[config.mk]
export PLATFORM = sky130hd
export DESIGN_NAME = lpsc_controller
export DESIGN_NICKNAME = d
export VERILOG_FILES = /design/src/pkg/lpsc_pkg.sv /design/src/lpsc_controller.sv /design/src/lpsc_sync.sv
export SDC_FILE = /design/constraint.sdc
export NUM_CORES = 1
export LEC_CHECK = 0
export BUFFER_PORTS_ARGS = -buffer_cell sky130_fd_sc_hd__buf_2
export CORE_MARGIN = 3
export CORE_UTILIZATION = 58
export CTS_BUF_LIST = sky130_fd_sc_hd__clkbuf_8
export CTS_CLUSTER_SIZE = 24
export DETAILED_ROUTE_END_ITERATION = 10
export HOLD_SLACK_MARGIN = 0.03
export PLACE_DENSITY = 0.92
export SYNTH_ARGS = -nofsm -noshare
export SYNTH_HDL_FRONTEND = slang
export SYNTH_SLANG_ARGS = --single-unit
[constraint.sdc]
create_clock -name clock -period 3.6 [get_ports clock]
set_input_delay 0.72 -clock clock [delete_from_list [all_inputs] [get_ports clock]]
set_output_delay 0.72 -clock clock [all_outputs]
set_load 0.02 [all_outputs]
[src/pkg/lpsc_pkg.sv]
// constants, types and register map of the stop-mode controller
package lpsc_pkg;

  // register indices (byte address = index)
  localparam logic [3:0] ADDR_CONTROL_ONE = 4'h0;
  localparam logic [3:0] ADDR_CONTROL_TWO = 4'h1;
  localparam logic [3:0] ADDR_OPTIONS     = 4'h2;
  localparam logic [3:0] ADDR_DEBUG       = 4'h3;
  localparam logic [3:0] ADDR_STATUS      = 4'h4;
  localparam logic [3:0] ADDR_WAKE_ENABLE = 4'h5;

  // power_mode_control_two fields
  localparam int C2_POWER_DOWN_SELECT = 0;
  localparam int C2_PARTIAL_SELECT    = 1;
  localparam int C2_PIN_RELEASE_ACK   = 2;
  localparam int C2_RECOVERY_FLAG     = 3;
  // power_mode_control_one fields
  localparam int C1_LOW_VOLTAGE_RESET = 0;
  // options fields
  localparam int OPT_STOP_ENABLE      = 0;
  localparam int OPT_RATE_LSB         = 1;
  // debug_control_status fields
  localparam int DBG_MODE_ENABLE      = 0;
  // wake enable fields
  localparam int WE_EXT_PIN           = 0;
  localparam int WE_GROUP_ONE         = 1;
  localparam int WE_GROUP_TWO         = 2;
  localparam int WE_EXT_ACTIVE_HIGH   = 3;
  localparam int WE_KEY_ACTIVE_HIGH   = 4;

  localparam logic [7:0] RESET_BYTE   = 8'h00;
  localparam logic [2:0] RATE_OFF     = 3'h0;

  // one-kilohertz periodic tick: period in us, cycles at 50 MHz
  localparam int CLOCK_MHZ          = 50;
  localparam int PERIODIC_US        = 1000;
  localparam int PERIODIC_CYCLES    = PERIODIC_US * CLOCK_MHZ;

  // debug status answer codes
  localparam logic [1:0] DBG_ANS_OK      = 2'h1;
  localparam logic [1:0] DBG_ANS_STOPPED = 2'h2;

  typedef enum logic [4:0] {
    LPSC_RUN      = 5'b00001,
    LPSC_DEEPEST  = 5'b00010,
    LPSC_PARTIAL  = 5'b00100,
    LPSC_HALTED   = 5'b01000,
    LPSC_RESUME   = 5'b10000
  } lpsc_state_t;

  typedef struct packed {
    logic       write;
    logic       read;
    logic [3:0] addr;
    logic [7:0] wdata;
  } lpsc_bus_t;

  typedef struct packed {
    logic reset_pin;
    logic ext_pin;
    logic [7:0] group_one;
    logic [7:0] group_two;
  } lpsc_wake_t;

  typedef struct packed {
    logic reset_vector;
    logic ext_vector;
    logic group_one_vector;
    logic group_two_vector;
    logic periodic_vector;
    logic illegal_reset;
    logic debug_entered;
  } lpsc_event_t;

endpackage

[src/lpsc_controller.sv]
// stop-level selection, pin latching, wake decode and clock gating
//
// The strobed register port and the register offsets were chosen for this implementation.
`timescale 1ns/1ns
`default_nettype none
module lpsc_controller
  import lpsc_pkg::*;
(
  input  wire logic                 clock,
  input  wire logic                 rst,
  input  wire lpsc_pkg::lpsc_bus_t  bus,
  output var  logic [7:0]           rdata,
  input  wire logic                 stop_exec,
  input  wire lpsc_pkg::lpsc_wake_t wake_in,
  input  wire logic                 debug_cmd,
  input  wire logic                 debug_status_cmd,
  output var  logic [1:0]           debug_answer,
  output var  lpsc_pkg::lpsc_event_t wake_event,
  output var  logic                 pins_latched,
  output var  logic                 pins_forced_reset,
  output var  logic                 core_clock_enable,
  output var  logic                 periph_clock_enable,
  output var  logic                 debug_clock_enable,
  output var  logic                 oscillator_enable,
  output var  logic                 regulator_full,
  output var  logic                 comparator_enable,
  output var  logic                 periph_reset,
  output var  logic                 memory_retained,
  output var  lpsc_pkg::lpsc_state_t level
);
  import lpsc_pkg::*;

  typedef struct packed {
    lpsc_state_t level;
    logic        power_down_select;
    logic        partial_power_down_select;
    logic        low_voltage_reset_enable;
    logic        stop_enable_bit;
    logic [2:0]  periodic_rate_select;
    logic        debug_mode_enable;
    logic [4:0]  wake_enable;
    logic        recovery_flag;
    logic        latched;
    logic        forced;
    logic        mem_kept;
    logic        resume_reset;
    logic        resume_partial;
    logic [15:0] tick_count;
    logic        tick;
    logic [7:0]  rdata;
    logic [1:0]  dbg_ans;
    lpsc_event_t evt;
    logic        periph_reset;
  } lpsc_ctrl_state_t;

  localparam logic [15:0] TICK_LAST = 16'(PERIODIC_CYCLES - 1);

  lpsc_ctrl_state_t s;
  lpsc_ctrl_state_t next_s;
  logic [17:0] wake_sync;
  logic        rst_pin;
  logic        ext_pin;
  logic [7:0]  key_one;
  logic [7:0]  key_two;
  logic        deep_level;
  logic        ext_hit;
  logic        one_hit;
  logic        two_hit;
  logic        periodic_on;

  ////////////////////////////////////////////////////////////////////////////
  // wake inputs cross in before use
  lpsc_sync #(
    .WIDTH (18)
  ) u_wake_sync (
    .clock    (clock),
    .rst      (rst),
    .async_in ({wake_in.reset_pin, wake_in.ext_pin,
                wake_in.group_one, wake_in.group_two}),
    .sync_out (wake_sync)
  );

  assign rst_pin = wake_sync[17];
  assign ext_pin = wake_sync[16];
  assign key_one = wake_sync[15:8];
  assign key_two = wake_sync[7:0];

  ////////////////////////////////////////////////////////////////////////////
  // wake decode
  always_comb
  begin
    deep_level  = (s.level == LPSC_DEEPEST) || (s.level == LPSC_PARTIAL);
    periodic_on = (s.periodic_rate_select != RATE_OFF);
    // forced active low in the deep levels
    if (deep_level)
    begin
      ext_hit = s.wake_enable[WE_EXT_PIN] && !ext_pin;
      one_hit = s.wake_enable[WE_GROUP_ONE] && !(&key_one);
    end
    else
    begin
      ext_hit = s.wake_enable[WE_EXT_PIN]
                && (ext_pin == s.wake_enable[WE_EXT_ACTIVE_HIGH]);
      one_hit = s.wake_enable[WE_GROUP_ONE]
                && (s.wake_enable[WE_KEY_ACTIVE_HIGH] ? |key_one
                                                      : !(&key_one));
    end
    two_hit = s.wake_enable[WE_GROUP_TWO]
              && (s.wake_enable[WE_KEY_ACTIVE_HIGH] ? |key_two
                                                    : !(&key_two));
  end

  ////////////////////////////////////////////////////////////////////////////
  // next state
  always_comb
  begin
    next_s              = s;
    next_s.evt          = '0;
    next_s.tick         = 1'b0;
    next_s.periph_reset = 1'b0;
    next_s.dbg_ans      = '0;
    next_s.rdata        = RESET_BYTE;

    // periodic source
    if (!periodic_on)
      next_s.tick_count = '0;
    else if (s.tick_count == TICK_LAST)
    begin
      next_s.tick_count = '0;
      next_s.tick       = 1'b1;
    end
    else
      next_s.tick_count = s.tick_count + 16'h0001;

    // register writes
    if (bus.write)
    begin
      unique case (bus.addr)
        ADDR_CONTROL_ONE:
          next_s.low_voltage_reset_enable = bus.wdata[C1_LOW_VOLTAGE_RESET];
        ADDR_CONTROL_TWO:
        begin
          next_s.power_down_select = bus.wdata[C2_POWER_DOWN_SELECT];
          next_s.partial_power_down_select = bus.wdata[C2_PARTIAL_SELECT];
          if (bus.wdata[C2_PIN_RELEASE_ACK])
          begin
            next_s.latched       = 1'b0;
            next_s.recovery_flag = 1'b0;
          end
        end
        ADDR_OPTIONS:
        begin
          next_s.stop_enable_bit = bus.wdata[OPT_STOP_ENABLE];
          next_s.periodic_rate_select = bus.wdata[OPT_RATE_LSB +: 3];
        end
        ADDR_DEBUG:
          next_s.debug_mode_enable = bus.wdata[DBG_MODE_ENABLE];
        ADDR_WAKE_ENABLE:
          next_s.wake_enable = bus.wdata[4:0];
        default:
          next_s.wake_enable = s.wake_enable;
      endcase
    end

    // register reads, data in the next cycle
    if (bus.read)
    begin
      unique case (bus.addr)
        ADDR_CONTROL_ONE:
          next_s.rdata[C1_LOW_VOLTAGE_RESET] = s.low_voltage_reset_enable;
        ADDR_CONTROL_TWO:
        begin
          next_s.rdata[C2_POWER_DOWN_SELECT] = s.power_down_select;
          next_s.rdata[C2_PARTIAL_SELECT] = s.partial_power_down_select;
          next_s.rdata[C2_RECOVERY_FLAG]  = s.recovery_flag;
        end
        ADDR_OPTIONS:
        begin
          next_s.rdata[OPT_STOP_ENABLE]  = s.stop_enable_bit;
          next_s.rdata[OPT_RATE_LSB +: 3] = s.periodic_rate_select;
        end
        ADDR_DEBUG:
          next_s.rdata[DBG_MODE_ENABLE] = s.debug_mode_enable;
        ADDR_STATUS:
          next_s.rdata = {3'h0, s.level};
        ADDR_WAKE_ENABLE:
          next_s.rdata = {3'h0, s.wake_enable};
        default:
          next_s.rdata = RESET_BYTE;
      endcase
    end

    // debug status commands
    if (debug_status_cmd)
      next_s.dbg_ans = (s.level == LPSC_RUN || s.level == LPSC_RESUME)
                       ? DBG_ANS_OK : DBG_ANS_STOPPED;

    unique case (s.level)
      LPSC_RUN:
        if (stop_exec)
        begin
          if (!s.stop_enable_bit)
            next_s.evt.illegal_reset = 1'b1;
          else if (!s.power_down_select)
            next_s.level = LPSC_HALTED;
          else if (s.debug_mode_enable || s.low_voltage_reset_enable)
            next_s.level = LPSC_HALTED;
          else if (s.partial_power_down_select)
          begin
            next_s.level   = LPSC_PARTIAL;
            next_s.latched = 1'b1;
          end
          else
          begin
            next_s.level    = LPSC_DEEPEST;
            next_s.forced   = 1'b1;
            next_s.mem_kept = 1'b0;
          end
        end
      LPSC_DEEPEST, LPSC_PARTIAL:
        if (rst_pin == 1'b0 || ext_hit || one_hit
            || (s.level == LPSC_PARTIAL && periodic_on && s.tick))
        begin
          next_s.level          = LPSC_RESUME;
          next_s.resume_reset   = 1'b1;
          next_s.resume_partial = (s.level == LPSC_PARTIAL);
        end
      LPSC_HALTED:
        if (s.debug_mode_enable && debug_cmd)
        begin
          next_s.level             = LPSC_RESUME;
          next_s.evt.debug_entered = 1'b1;
        end
        else if (rst_pin == 1'b0)
        begin
          next_s.level        = LPSC_RESUME;
          next_s.resume_reset = 1'b1;
        end
        else if (ext_hit || one_hit || two_hit || (periodic_on && s.tick))
        begin
          next_s.level = LPSC_RESUME;
          next_s.evt.ext_vector       = ext_hit;
          next_s.evt.group_one_vector = !ext_hit && one_hit;
          next_s.evt.group_two_vector = !ext_hit && !one_hit && two_hit;
          next_s.evt.periodic_vector  = !ext_hit && !one_hit && !two_hit;
        end
      LPSC_RESUME:
      begin
        next_s.level = LPSC_RUN;
        if (s.resume_reset)
        begin
          next_s.evt.reset_vector = 1'b1;
          next_s.power_down_select         = 1'b0;
          next_s.partial_power_down_select = 1'b0;
          next_s.low_voltage_reset_enable  = 1'b0;
          next_s.periodic_rate_select      = RATE_OFF;
          next_s.stop_enable_bit           = 1'b0;
          next_s.debug_mode_enable         = 1'b0;
          next_s.wake_enable               = '0;
          next_s.periph_reset  = 1'b1;
          next_s.forced        = 1'b0;
          next_s.recovery_flag = s.resume_partial
                                 || s.recovery_flag;
        end
        next_s.resume_reset   = 1'b0;
        next_s.resume_partial = 1'b0;
        next_s.mem_kept       = 1'b1;
      end
    endcase
  end

  always_ff @(posedge clock or posedge rst)
  begin
    if (rst)
    begin
      s          <= '0;
      s.level    <= LPSC_RUN;
      s.mem_kept <= 1'b1;
    end
    else
      s <= next_s;
  end

  ////////////////////////////////////////////////////////////////////////////
  // outputs, all decoded from state flops alone, the clock and regulator enables through gating
  always_comb
  begin
    rdata               = s.rdata;
    debug_answer        = s.dbg_ans;
    wake_event          = s.evt;
    pins_latched        = s.latched;
    pins_forced_reset   = s.forced;
    core_clock_enable   = (s.level == LPSC_RUN) || (s.level == LPSC_RESUME);
    periph_clock_enable = core_clock_enable;
    comparator_enable   = core_clock_enable;
    debug_clock_enable  = core_clock_enable || s.debug_mode_enable;
    regulator_full      = core_clock_enable || s.debug_mode_enable
                          || s.low_voltage_reset_enable;
    oscillator_enable   = core_clock_enable || s.debug_mode_enable;
    periph_reset        = s.periph_reset;
    memory_retained     = s.mem_kept;
    level               = s.level;
  end

  ////////////////////////////////////////////////////////////////////////////
  // checks
  chk_illegal_stop: assert property (@(posedge clock) disable iff (rst)
    (level == LPSC_RUN && stop_exec && !s.stop_enable_bit)
    |=> wake_event.illegal_reset && level == LPSC_RUN)
    else $error("stop without enable did not force reset");
  chk_partial_entry: assert property (@(posedge clock) disable iff (rst)
    (level == LPSC_RUN && stop_exec && s.stop_enable_bit
     && s.power_down_select && s.partial_power_down_select
     && !s.low_voltage_reset_enable && !s.debug_mode_enable)
    |=> level == LPSC_PARTIAL && pins_latched)
    else $error("partial level not entered");
  chk_deep_blocked: assert property (@(posedge clock) disable iff (rst)
    (level == LPSC_RUN && stop_exec && s.stop_enable_bit
     && (s.debug_mode_enable || s.low_voltage_reset_enable))
    |=> level == LPSC_HALTED)
    else $error("deep request not turned into halted");
  chk_periph_gated: assert property (@(posedge clock) disable iff (rst)
    (level != LPSC_RUN && level != LPSC_RESUME) |-> !periph_clock_enable)
    else $error("peripheral clock running in stop");
  chk_flag_release: assert property (@(posedge clock) disable iff (rst)
    (bus.write && bus.addr == ADDR_CONTROL_TWO
     && bus.wdata[C2_PIN_RELEASE_ACK] && level == LPSC_RUN)
    |=> !pins_latched && !s.recovery_flag)
    else $error("acknowledge did not release latches");
  chk_partial_flag: assert property (@(posedge clock) disable iff (rst)
    (level == LPSC_RESUME && s.resume_partial)
    |=> s.recovery_flag && wake_event.reset_vector && pins_latched)
    else $error("partial wake missed flag or reset vector");
  chk_stop_answer: assert property (@(posedge clock) disable iff (rst)
    (debug_status_cmd && level == LPSC_HALTED)
    |=> debug_answer == DBG_ANS_STOPPED)
    else $error("status command not refused in stop");
  chk_debug_clock: assert property (@(posedge clock) disable iff (rst)
    (level == LPSC_HALTED && s.debug_mode_enable)
    |-> debug_clock_enable && regulator_full)
    else $error("debug clock stopped in stop");
  chk_no_two_deep: assert property (@(posedge clock) disable iff (rst)
    (level == LPSC_PARTIAL && two_hit && !ext_hit && !one_hit
     && rst_pin && !s.tick) |=> level == LPSC_PARTIAL)
    else $error("group two woke partial level");

  cov_partial: cover property (@(posedge clock) disable iff (rst)
    level == LPSC_PARTIAL ##[1:50] level == LPSC_RESUME);
  cov_deepest: cover property (@(posedge clock) disable iff (rst)
    level == LPSC_DEEPEST);
  cov_halted_int: cover property (@(posedge clock) disable iff (rst)
    wake_event.ext_vector);
endmodule
`default_nettype wire

[src/lpsc_sync.sv]
// two-flop synchroniser for asynchronous wake inputs
`timescale 1ns/1ns
`default_nettype none
module lpsc_sync #(
  parameter int WIDTH = 1
) (
  input  wire logic             clock,
  input  wire logic             rst,
  input  wire logic [WIDTH-1:0] async_in,
  output var  logic [WIDTH-1:0] sync_out
);
  typedef struct packed {
    logic [WIDTH-1:0] first;
    logic [WIDTH-1:0] second;
  } lpsc_sync_state_t;

  lpsc_sync_state_t state;
  lpsc_sync_state_t next_state;

  always_comb
  begin
    next_state.first  = async_in;
    next_state.second = state.first;
  end

  always_ff @(posedge clock or posedge rst)
  begin
    if (rst)
      state <= '0;
    else
      state <= next_state;
  end

  assign sync_out = state.second;
endmodule
`default_nettype wire

==> out/qor.txt, run 1 <==
========================================================================================
Crit-path max cell delay                                                          520 ps
Count of final setup violators                                                         0
R2r setup slk                                                                    1180 ps
Share of post-route cells with drive strength above 1                              0.220
Clock slew at the register clock pins of the worst setup and hold paths            90 ps
Startpoint of the worst hold path                                           u_wake_sync.next_state[4]$_DFF_PP0_
Setup repair bufs after CTS                                                            0
Final critical-path share of the clock period                                      0.744
First-pass GRT wire length                                                       12.1 mm
Maximum VDD drop                                                              0.000320 V
Row count                                                                             29
Critical path launch point type                                                flip-flop
Worst relative slew slack                                                          0.264
Worst-case clock buffer depth                                                          2
Top cells by count, synth                                                   sky130_fd_sc_hd__dfrtp_1, sky130_fd_sc_hd__nor2_1, sky130_fd_sc_hd__nand2_1, sky130_fd_sc_hd__buf_4, sky130_fd_sc_hd__nand3_1
Final-report max-slew violation count                                                  0
Path type of the worst setup path                                           flip-flop to output pin
Synth area leaders                                                          sky130_fd_sc_hd__dfrtp_1, sky130_fd_sc_hd__buf_4, sky130_fd_sc_hd__nor2_1, sky130_fd_sc_hd__mux2i_1, sky130_fd_sc_hd__nand2_1
Starting density of the core                                                       0.606
GRT met2 Usage                                                                     0.338
Slowest stage cell on the critical path                                     sky130_fd_sc_hd__dfrtp_1
Post-Route Skew                                                                  10.5 ps
GRT Resource Usage Total                                                           0.206
IO Port Bufs                                                                          62
Number of search-and-repair iterations in the first detailed-routing pass              5
GPL Wtd Cong                                                                       0.852
Total grt overflow                                                                     0
Met3 usage                                                                        0.0527
Final core utilization                                                             0.662
Final count of hold timing violations                                                  0
Number of non-filler instances in the completed layout                               473
Placeable Area                                                              0.00642 sq mm
Vias after detailed routing                                                         2707
Die span in x                                                                    87.9 um
Count of cell instances traversed by the critical path                                 5
FFs w/ async S/R, synth                                                             1.00
Pwr per Cell Area                                                            651 mW/mm^2
Antenna violations before repair                                                       0
Max Freq                                                                         373 MHz
DRC viols                                                                              0
Flip-flop and latch count after synthesis                                             91
Buffers plus inverters on the worst setup path                                         2
Root Buffer Master                                                          sky130_fd_sc_hd__clkbuf_8
Routed Wire Length                                                               7.40 mm
Critical path origin                                                        level[2]$_DFFE_PP0P_
Largest area contributor in the netlist                                     sky130_fd_sc_hd__dfrtp_1
Via/cell ratio                                                                      5.72
Number of inserted diodes                                                              0
Placed wire-length estimate after detailed placement                             5.31 mm
Antenna-violating nets left                                                            0
Number of enable flip-flop cells after synthesis                                       0
Setup WS pre-CTS                                                                 1270 ps
Number of unique standard cell types used by synthesis                                50
Pin slew with the least headroom to its limit                                    1100 ps
Finished Cell Area                                                          0.00425 sq mm
Growth of design area from synthesis to finish                                     9.36%
Y dimension of the die                                                           87.9 um
Top-level I/O count                                                                   69
Min Tclk post-route                                                              2680 ps
Static leakage                                                                   2.02 nW
Share of Yosys cell area claimed by the top area cell type                         0.573
Post-synthesis instance total                                                        350
Type of the most critical hold path                                         flip-flop to flip-flop
Number of DRC markers after the initial detailed-route iteration                     263
Top Usage Layer GRT                                                                 met2
Data arrival time at the worst-slack endpoint                                    1960 ps
Largest delay contributor family on the critical path                       simple AND/OR/NAND/NOR gates
Count leader, synth                                                         sky130_fd_sc_hd__dfrtp_1
Cell area after synthesis                                                   0.00389 sq mm
Critical register-to-register path startpoint                               level[2]$_DFFE_PP0P_
Capturing element of the worst setup path                                   core_clock_enable
Worst Path Required                                                              2880 ps
Number of placed instances with taps included                                        457
Overall Power                                                                    2.77 mW
Post-Syn Area per Cell                                                        11.1 sq um
Reg-to-reg critical path endpoint                                           s[40]$_DFF_PP0_
Number of hold buffers added after CTS                                                 0
Depth of the worst register-to-register path                                           5
Placed cell area                                                            0.00408 sq mm
Via count of the first global-routing pass                                          2561
Die area                                                                    0.00773 sq mm
Post-CTS Resized                                                                       0
TritonCTS clock tree                                                                 yes
Post-synthesis sequential area ratio                                               0.586
Result of the run                                                              completed
Num CTS Buffers                                                                        9
Setup repair after global routing missed its margin                                   no
NumNets Final                                                                        429
Maximum number of pins on one net before global-route repair                          92
Worst-skew pair later-pin latency                                                 360 ps
Met1 GRT Util                                                                      0.261
Number of clock sinks seen by CTS                                                     91
Final TNS setup                                                                     0 ps
Max-cap violations                                                                     0
Number of warnings printed during yosys synthesis                                      0
Worst-case setup margin in the final layout                                       921 ps
Crit path cell chain                                                        nor3_1 -> nand3b_1 -> and2_1 -> inv_1 -> buf_2
Worst-path maximum fanout                                                             10
Routed wire length per instance                                                  15.6 um
H-Tree Level Count                                                                     3
Sort of element at the end of the critical path                               output pin
Synth Flop Type                                                             sky130_fd_sc_hd__dfrtp_1
Smallest hold slack                                                               352 ps
========================================================================================
-- state kept, by name, summed over array words and instances, names as in the netlist --
register / cells
memory_retained: 1
debug_answer: 2
wake_event: 6
u_wake_sync.next_state: 18
pins_forced_reset: 1
level: 5
periph_reset: 1
u_wake_sync.sync_out: 18
s: 33
pins_latched: 1
rdata: 5
-- cell families after synthesis --
family,after synthesis,share of synthesized area
xor gates and xnor gates,18,0.0405
muxes,13,0.0367
AOI/OAI and AO/OA,43,0.0814
and+or+nand+nor,142,0.185
other,1,0.000964
DFF,91,0.586
adders and majority gates,1,0.00322
buffers and inverters,41,0.0659
-- power by group --
part	switching (mW)	total [mW]	internal, mW
registers	0.167	1.34	1.17
clock network	0.358	0.612	0.254
logic	0.515	0.815	0.301
-- worst register-to-register path, stage by stage (launching register included) --
cell and delay [ps]:
sky130_fd_sc_hd__dfrtp_1 520, sky130_fd_sc_hd__nor3_1 330, sky130_fd_sc_hd__nand3b_1 210, sky130_fd_sc_hd__nor2_1 870, sky130_fd_sc_hd__o21ai_0 310, sky130_fd_sc_hd__nand2_1 120
-- how the worst min path moves through the flow --
stage	end	slack (ps)	cells past startpoint
floorplan	u_wake_sync.sync_out[0]$_DFF_PP0_	330	0
global placement	u_wake_sync.sync_out[17]$_DFF_PP0_	330	0
detailed placement	u_wake_sync.sync_out[1]$_DFF_PP0_	330	0
CTS	u_wake_sync.sync_out[1]$_DFF_PP0_	350	0
global route	u_wake_sync.sync_out[8]$_DFF_PP0_	360	0
finish	u_wake_sync.sync_out[4]$_DFF_PP0_	350	0
-- final cells by class --
type	instances	area, sq um
clock inverters	7	51.3
flip-flops and latches	91	2280
well taps	77	96.3
clock buffers	9	124
multi-input cells	220	1360
repair buffers	63	318
inverters	6	23.8
fillers	469	2170
-- layout by cell type, fill, tap and decap left out, types with 2 or more instances in the layout --
master                      n
sky130_fd_sc_hd__o21ai_0    9
sky130_fd_sc_hd__nor3b_1    4
sky130_fd_sc_hd__dfstp_2    2
sky130_fd_sc_hd__dfrtp_1   89
sky130_fd_sc_hd__nor4b_1    3
sky130_fd_sc_hd__nand3b_1   4
sky130_fd_sc_hd__nand3_1   18
sky130_fd_sc_hd__o211ai_1   2
sky130_fd_sc_hd__inv_6      2
sky130_fd_sc_hd__buf_2     62
sky130_fd_sc_hd__and2_1     6
sky130_fd_sc_hd__nor2_1    42
sky130_fd_sc_hd__nor4_1     3
sky130_fd_sc_hd__clkinv_2   2
sky130_fd_sc_hd__nand4_1    7
sky130_fd_sc_hd__a211o_1    2
sky130_fd_sc_hd__clkbuf_8   9
sky130_fd_sc_hd__a21oi_1   13
sky130_fd_sc_hd__o22ai_1    2
sky130_fd_sc_hd__a22o_1     2
sky130_fd_sc_hd__and4_1     2
sky130_fd_sc_hd__inv_1      6
sky130_fd_sc_hd__and3_1     7
sky130_fd_sc_hd__clkinv_4   2
sky130_fd_sc_hd__mux2i_1   12
sky130_fd_sc_hd__nand2_1   27
sky130_fd_sc_hd__xor2_1     9
sky130_fd_sc_hd__xnor2_1    9
sky130_fd_sc_hd__nor2b_1    6
sky130_fd_sc_hd__nand2b_1   3
sky130_fd_sc_hd__nor3_1     5
sky130_fd_sc_hd__conb_1     3
-- metal layers --
layer / up-vias / share of wire
met4: 0 / 0.023
li1: 1258 / -
met3: 18 / 0.059
met5: - / 0
met1: 1321 / 0.40
met2: 110 / 0.52
Note: power is estimated with default switching activity, not from simulation.
==> run 2: changes to the inputs <==
- ABC_AREA: not set -> 1
- clock period: 3.6 -> 2.74 ns (I/O delays scaled with it)
==> run 2 against run 1 <==
Clock power is 63% higher; count of clock-buffer cells in the layout is the same; via count rose by 9.3%; register-to-register slack worse by 310 ps; final cell count grew 14%; synthesized cell count up 17%; worst setup slack worse by 410 ps; largest power group unchanged.
==> out/qor.txt, run 2 <==
========================================================================================
Result of the run                                                              completed   unchanged
Num CTS Buffers                                                                        9   unchanged
Number of hold buffers added after CTS                                                 0   unchanged
NumNets Final                                                                        497   was 429
Final TNS setup                                                                     0 ps   unchanged
Post-Route Skew                                                                  6.20 ps   was 10.5 ps
Via/cell ratio                                                                      5.47   was 5.72
Top-level I/O count                                                                   69   unchanged
Vias after detailed routing                                                         2958   was 2707
Total grt overflow                                                                     0   unchanged
Number of clock sinks seen by CTS                                                     91   unchanged
First-pass GRT wire length                                                       13.0 mm   was 12.1 mm
Post-Syn Area per Cell                                                        9.70 sq um   was 11.1 sq um
Max-cap violations                                                                     0   unchanged
Root Buffer Master                                                          sky130_fd_sc_hd__clkbuf_8   unchanged
Placed wire-length estimate after detailed placement                             5.60 mm   was 5.31 mm
Number of inserted diodes                                                              0   unchanged
Static leakage                                                                   2.22 nW   was 2.02 nW
Setup repair bufs after CTS                                                            0   unchanged
Routed Wire Length                                                               7.59 mm   was 7.40 mm
Dominant cell type by count on the critical path                            sky130_fd_sc_hd__nand2_1
Filler cell count in the final layout                                                479   was 469
Share of Yosys cell area claimed by the top area cell type                         0.563   was 0.573
Maximum VDD drop                                                              0.000490 V   was 0.000320 V
Most frequent standard cell in the layout excluding fill and tap cells      sky130_fd_sc_hd__dfrtp_1   unchanged
Synth area leaders                                                          sky130_fd_sc_hd__dfrtp_1, sky130_fd_sc_hd__inv_1, sky130_fd_sc_hd__buf_4, sky130_fd_sc_hd__nor2_1, sky130_fd_sc_hd__nand2_1   was sky130_fd_sc_hd__dfrtp_1, sky130_fd_sc_hd__buf_4, sky130_fd_sc_hd__nor2_1, sky130_fd_sc_hd__mux2i_1, sky130_fd_sc_hd__nand2_1
FFs w/ async S/R, synth                                                             1.00   unchanged
Data arrival time at the worst-slack endpoint                                    1680 ps   was 1960 ps
Top cells by count, synth                                                   sky130_fd_sc_hd__dfrtp_1, sky130_fd_sc_hd__inv_1, sky130_fd_sc_hd__nor2_1, sky130_fd_sc_hd__nand2_1, sky130_fd_sc_hd__buf_4   was sky130_fd_sc_hd__dfrtp_1, sky130_fd_sc_hd__nor2_1, sky130_fd_sc_hd__nand2_1, sky130_fd_sc_hd__buf_4, sky130_fd_sc_hd__nand3_1
Pwr per Cell Area                                                            900 mW/mm^2   was 651 mW/mm^2
Path type of the worst setup path                                           flip-flop to output pin   unchanged
Placed cell area                                                            0.00421 sq mm   was 0.00408 sq mm
GRT Resource Usage Total                                                           0.215   was 0.206
Clock slew at the register clock pins of the worst setup and hold paths            90 ps   about the same
Y dimension of the die                                                           88.6 um   was 87.9 um
Finished Cell Area                                                          0.00444 sq mm   was 0.00425 sq mm
Flip-flop and latch count after synthesis                                             91   unchanged
Post-CTS Resized                                                                       0   unchanged
IO Port Bufs                                                                          62   unchanged
Antenna violations before repair                                                       0   unchanged
Critical path launch point type                                                flip-flop   unchanged
H-Tree Level Count                                                                     3   unchanged
Crit path cell chain                                                        nor2_2 -> nand3_2 -> nand2_1 -> inv_2 -> nand2_1 -> buf_2   was nor3_1 -> nand3b_1 -> and2_1 -> inv_1 -> buf_2
Worst-case clock buffer depth                                                          2   unchanged
Antenna-violating nets left                                                            0   unchanged
Largest area contributor in the netlist                                     sky130_fd_sc_hd__dfrtp_1   unchanged
Growth of design area from synthesis to finish                                     12.1%   was 9.36%
Register bank with the most flops                                                      s   unchanged
Final-report max-slew violation count                                                  0   unchanged
Type of the most critical hold path                                         input pin to asynchronous set/reset pin   was flip-flop to flip-flop
Starting density of the core                                                       0.609   was 0.606
Sort of element at the end of the critical path                               output pin   unchanged
Count of final setup violators                                                         0   unchanged
Routed wire length per instance                                                  14.0 um   was 15.6 um
TritonCTS clock tree                                                                 yes   unchanged
Setup repair after global routing missed its margin                                   no   unchanged
Flip-flop and latch area                                                    0.00228 sq mm   unchanged
Max Freq                                                                         449 MHz
Largest register FFs                                                                  33   unchanged
Via count of the first global-routing pass                                          2894   was 2561
Final count of hold timing violations                                                  0   unchanged
Placeable Area                                                              0.00649 sq mm   was 0.00642 sq mm
Number of warnings printed during yosys synthesis                                      0   unchanged
Cell area after synthesis                                                   0.00396 sq mm   was 0.00389 sq mm
Post-synthesis sequential area ratio                                               0.576   was 0.586
Number of unique standard cell types used by synthesis                                36   was 50
Number of search-and-repair iterations in the first detailed-routing pass              5   unchanged
Number of enable flip-flop cells after synthesis                                       0   unchanged
GPL Wtd Cong                                                                       0.954   was 0.852
Count leader, synth                                                         sky130_fd_sc_hd__dfrtp_1   unchanged
Die area                                                                    0.00785 sq mm   was 0.00773 sq mm
Share of post-route cells with drive strength above 1                              0.265   was 0.220
Row count                                                                             29   unchanged
Total area of multi-input combinational cells                               0.00124 sq mm   was 0.00136 sq mm
Worst-path maximum fanout                                                              6   was 10
Die span in x                                                                    88.6 um   was 87.9 um
Slowest stage cell on the critical path                                     sky130_fd_sc_hd__dfrtp_1   unchanged
Min Tclk post-route                                                              2230 ps
Final critical-path share of the clock period                                      0.813
DRC viols                                                                              0   unchanged
Number of DRC markers after the initial detailed-route iteration                     216   was 263
Post-synthesis instance total                                                        408   was 350
Crit-path max cell delay                                                          450 ps   was 520 ps
Maximum number of pins on one net before global-route repair                          33   was 92
Synth Flop Type                                                             sky130_fd_sc_hd__dfrtp_1   unchanged
Worst Path Required                                                              2190 ps   was 2880 ps
Critical register-to-register path startpoint                               s[19]$_DFF_PP0_   was level[2]$_DFFE_PP0P_
Depth of the worst register-to-register path                                          11   was 5
Reg-to-reg critical path endpoint                                           s[31]$_DFF_PP0_   was s[40]$_DFF_PP0_
Commonest non-fill, non-tap cells in the layout                             sky130_fd_sc_hd__dfrtp_1, sky130_fd_sc_hd__buf_2, sky130_fd_sc_hd__inv_1   was sky130_fd_sc_hd__dfrtp_1, sky130_fd_sc_hd__buf_2, sky130_fd_sc_hd__nor2_1
R2r setup slk                                                                     870 ps   was 1180 ps
Worst-skew pair later-pin latency                                                 350 ps   was 360 ps
========================================================================================
[run 2: cell types whose count changed in the layout (fill, tap and decap cells not counted), moves of 8 or more]
cell,previous run,this run
sky130_fd_sc_hd__nand4_1,7,17
sky130_fd_sc_hd__mux2i_1,12,0
sky130_fd_sc_hd__nand2_2,0,9
sky130_fd_sc_hd__xnor2_1,9,1
sky130_fd_sc_hd__nand2_1,27,40
sky130_fd_sc_hd__inv_1,6,55
sky130_fd_sc_hd__a21oi_1,13,21
sky130_fd_sc_hd__nand3_2,0,8
sky130_fd_sc_hd__inv_2,0,10
sky130_fd_sc_hd__o21ai_0,9,20
[run 2: cells by family (layout without fill, tap and decap cells)]
logic type	Yosys count	in the layout	synth area share
other cells	1	3	0.000948
buf+inv	92	146	0.111
xor+xnor	5	5	0.0111
simple gates	162	162	0.220
flops	91	91	0.576
compound gates	56	56	0.0771
fa+ha+maj	1	1	0.00316
[run 2: worst max-delay path by stage]
stage | start | endpoint | slack (ps) | depth (start not counted)
floorplan | level[3]$_DFFE_PP0P_ | oscillator_enable | 750 | 6
global placement | level[3]$_DFFE_PP0P_ | regulator_full | 910 | 6
detailed placement | level[3]$_DFFE_PP0P_ | regulator_full | 870 | 6
CTS | level[3]$_DFFE_PP0P_ | regulator_full | 470 | 6
global route | level[3]$_DFFE_PP0P_ | oscillator_enable | 330 | 6
finish | level[3]$_DFFE_PP0P_ | oscillator_enable | 510 | 6
[run 2: worst max-delay path, delay by kind of cell (launching register included)]
kind                   cells  cell delay, ps
and+or+nand+nor            4             650
DFF                        1             450
buffers and inverters      2             240
[run 2: power breakdown]
| part | leakage [nW] | switching (mW) | internal, mW | total [mW] |
|---|---|---|---|---|
| Combinational | 0.958 | 0.856 | 0.383 | 1.24 |
| Clock | 0.116 | 0.481 | 0.524 | 1.00 |
| Sequential | 1.15 | 0.167 | 1.58 | 1.75 |
[run 2: cell type report]
class | instances | area share
Sequential cell | 91 | 0.514
Multi-Input combinational cell | 227 | 0.281
Timing Repair Buffer | 65 | 0.0778
Inverter | 65 | 0.0558
Clock buffer | 9 | 0.0279
Clock inverter | 7 | 0.0223
Tap cell | 77 | 0.0217
[run 2: per-layer routing]
metal / part of all wire / track usage / vias to the layer above
met5: 0 / 0 / -
met4: 0.027 / 0.0962 / 0
met3: 0.066 / 0.0382 / 26
li1: - / - / 1405
met1: 0.42 / 0.277 / 1392
met2: 0.49 / 0.358 / 135
[run 2: through the flow]
stage / power [mW] / util / setup slack [ps] / std cells / hold WS [ps]
floorplan: 2.76 / - / 753 / 410 / 331
global placement: 2.95 / 0.649 / 914 / 525 / 334
detailed placement: 3.00 / 0.649 / 872 / 525 / 335
CTS: 4.00 / 0.683 / 473 / 541 / 176
global route: 4.25 / 0.683 / 327 / 541 / 196
finish: 4.00 / 0.683 / 513 / 541 / 180
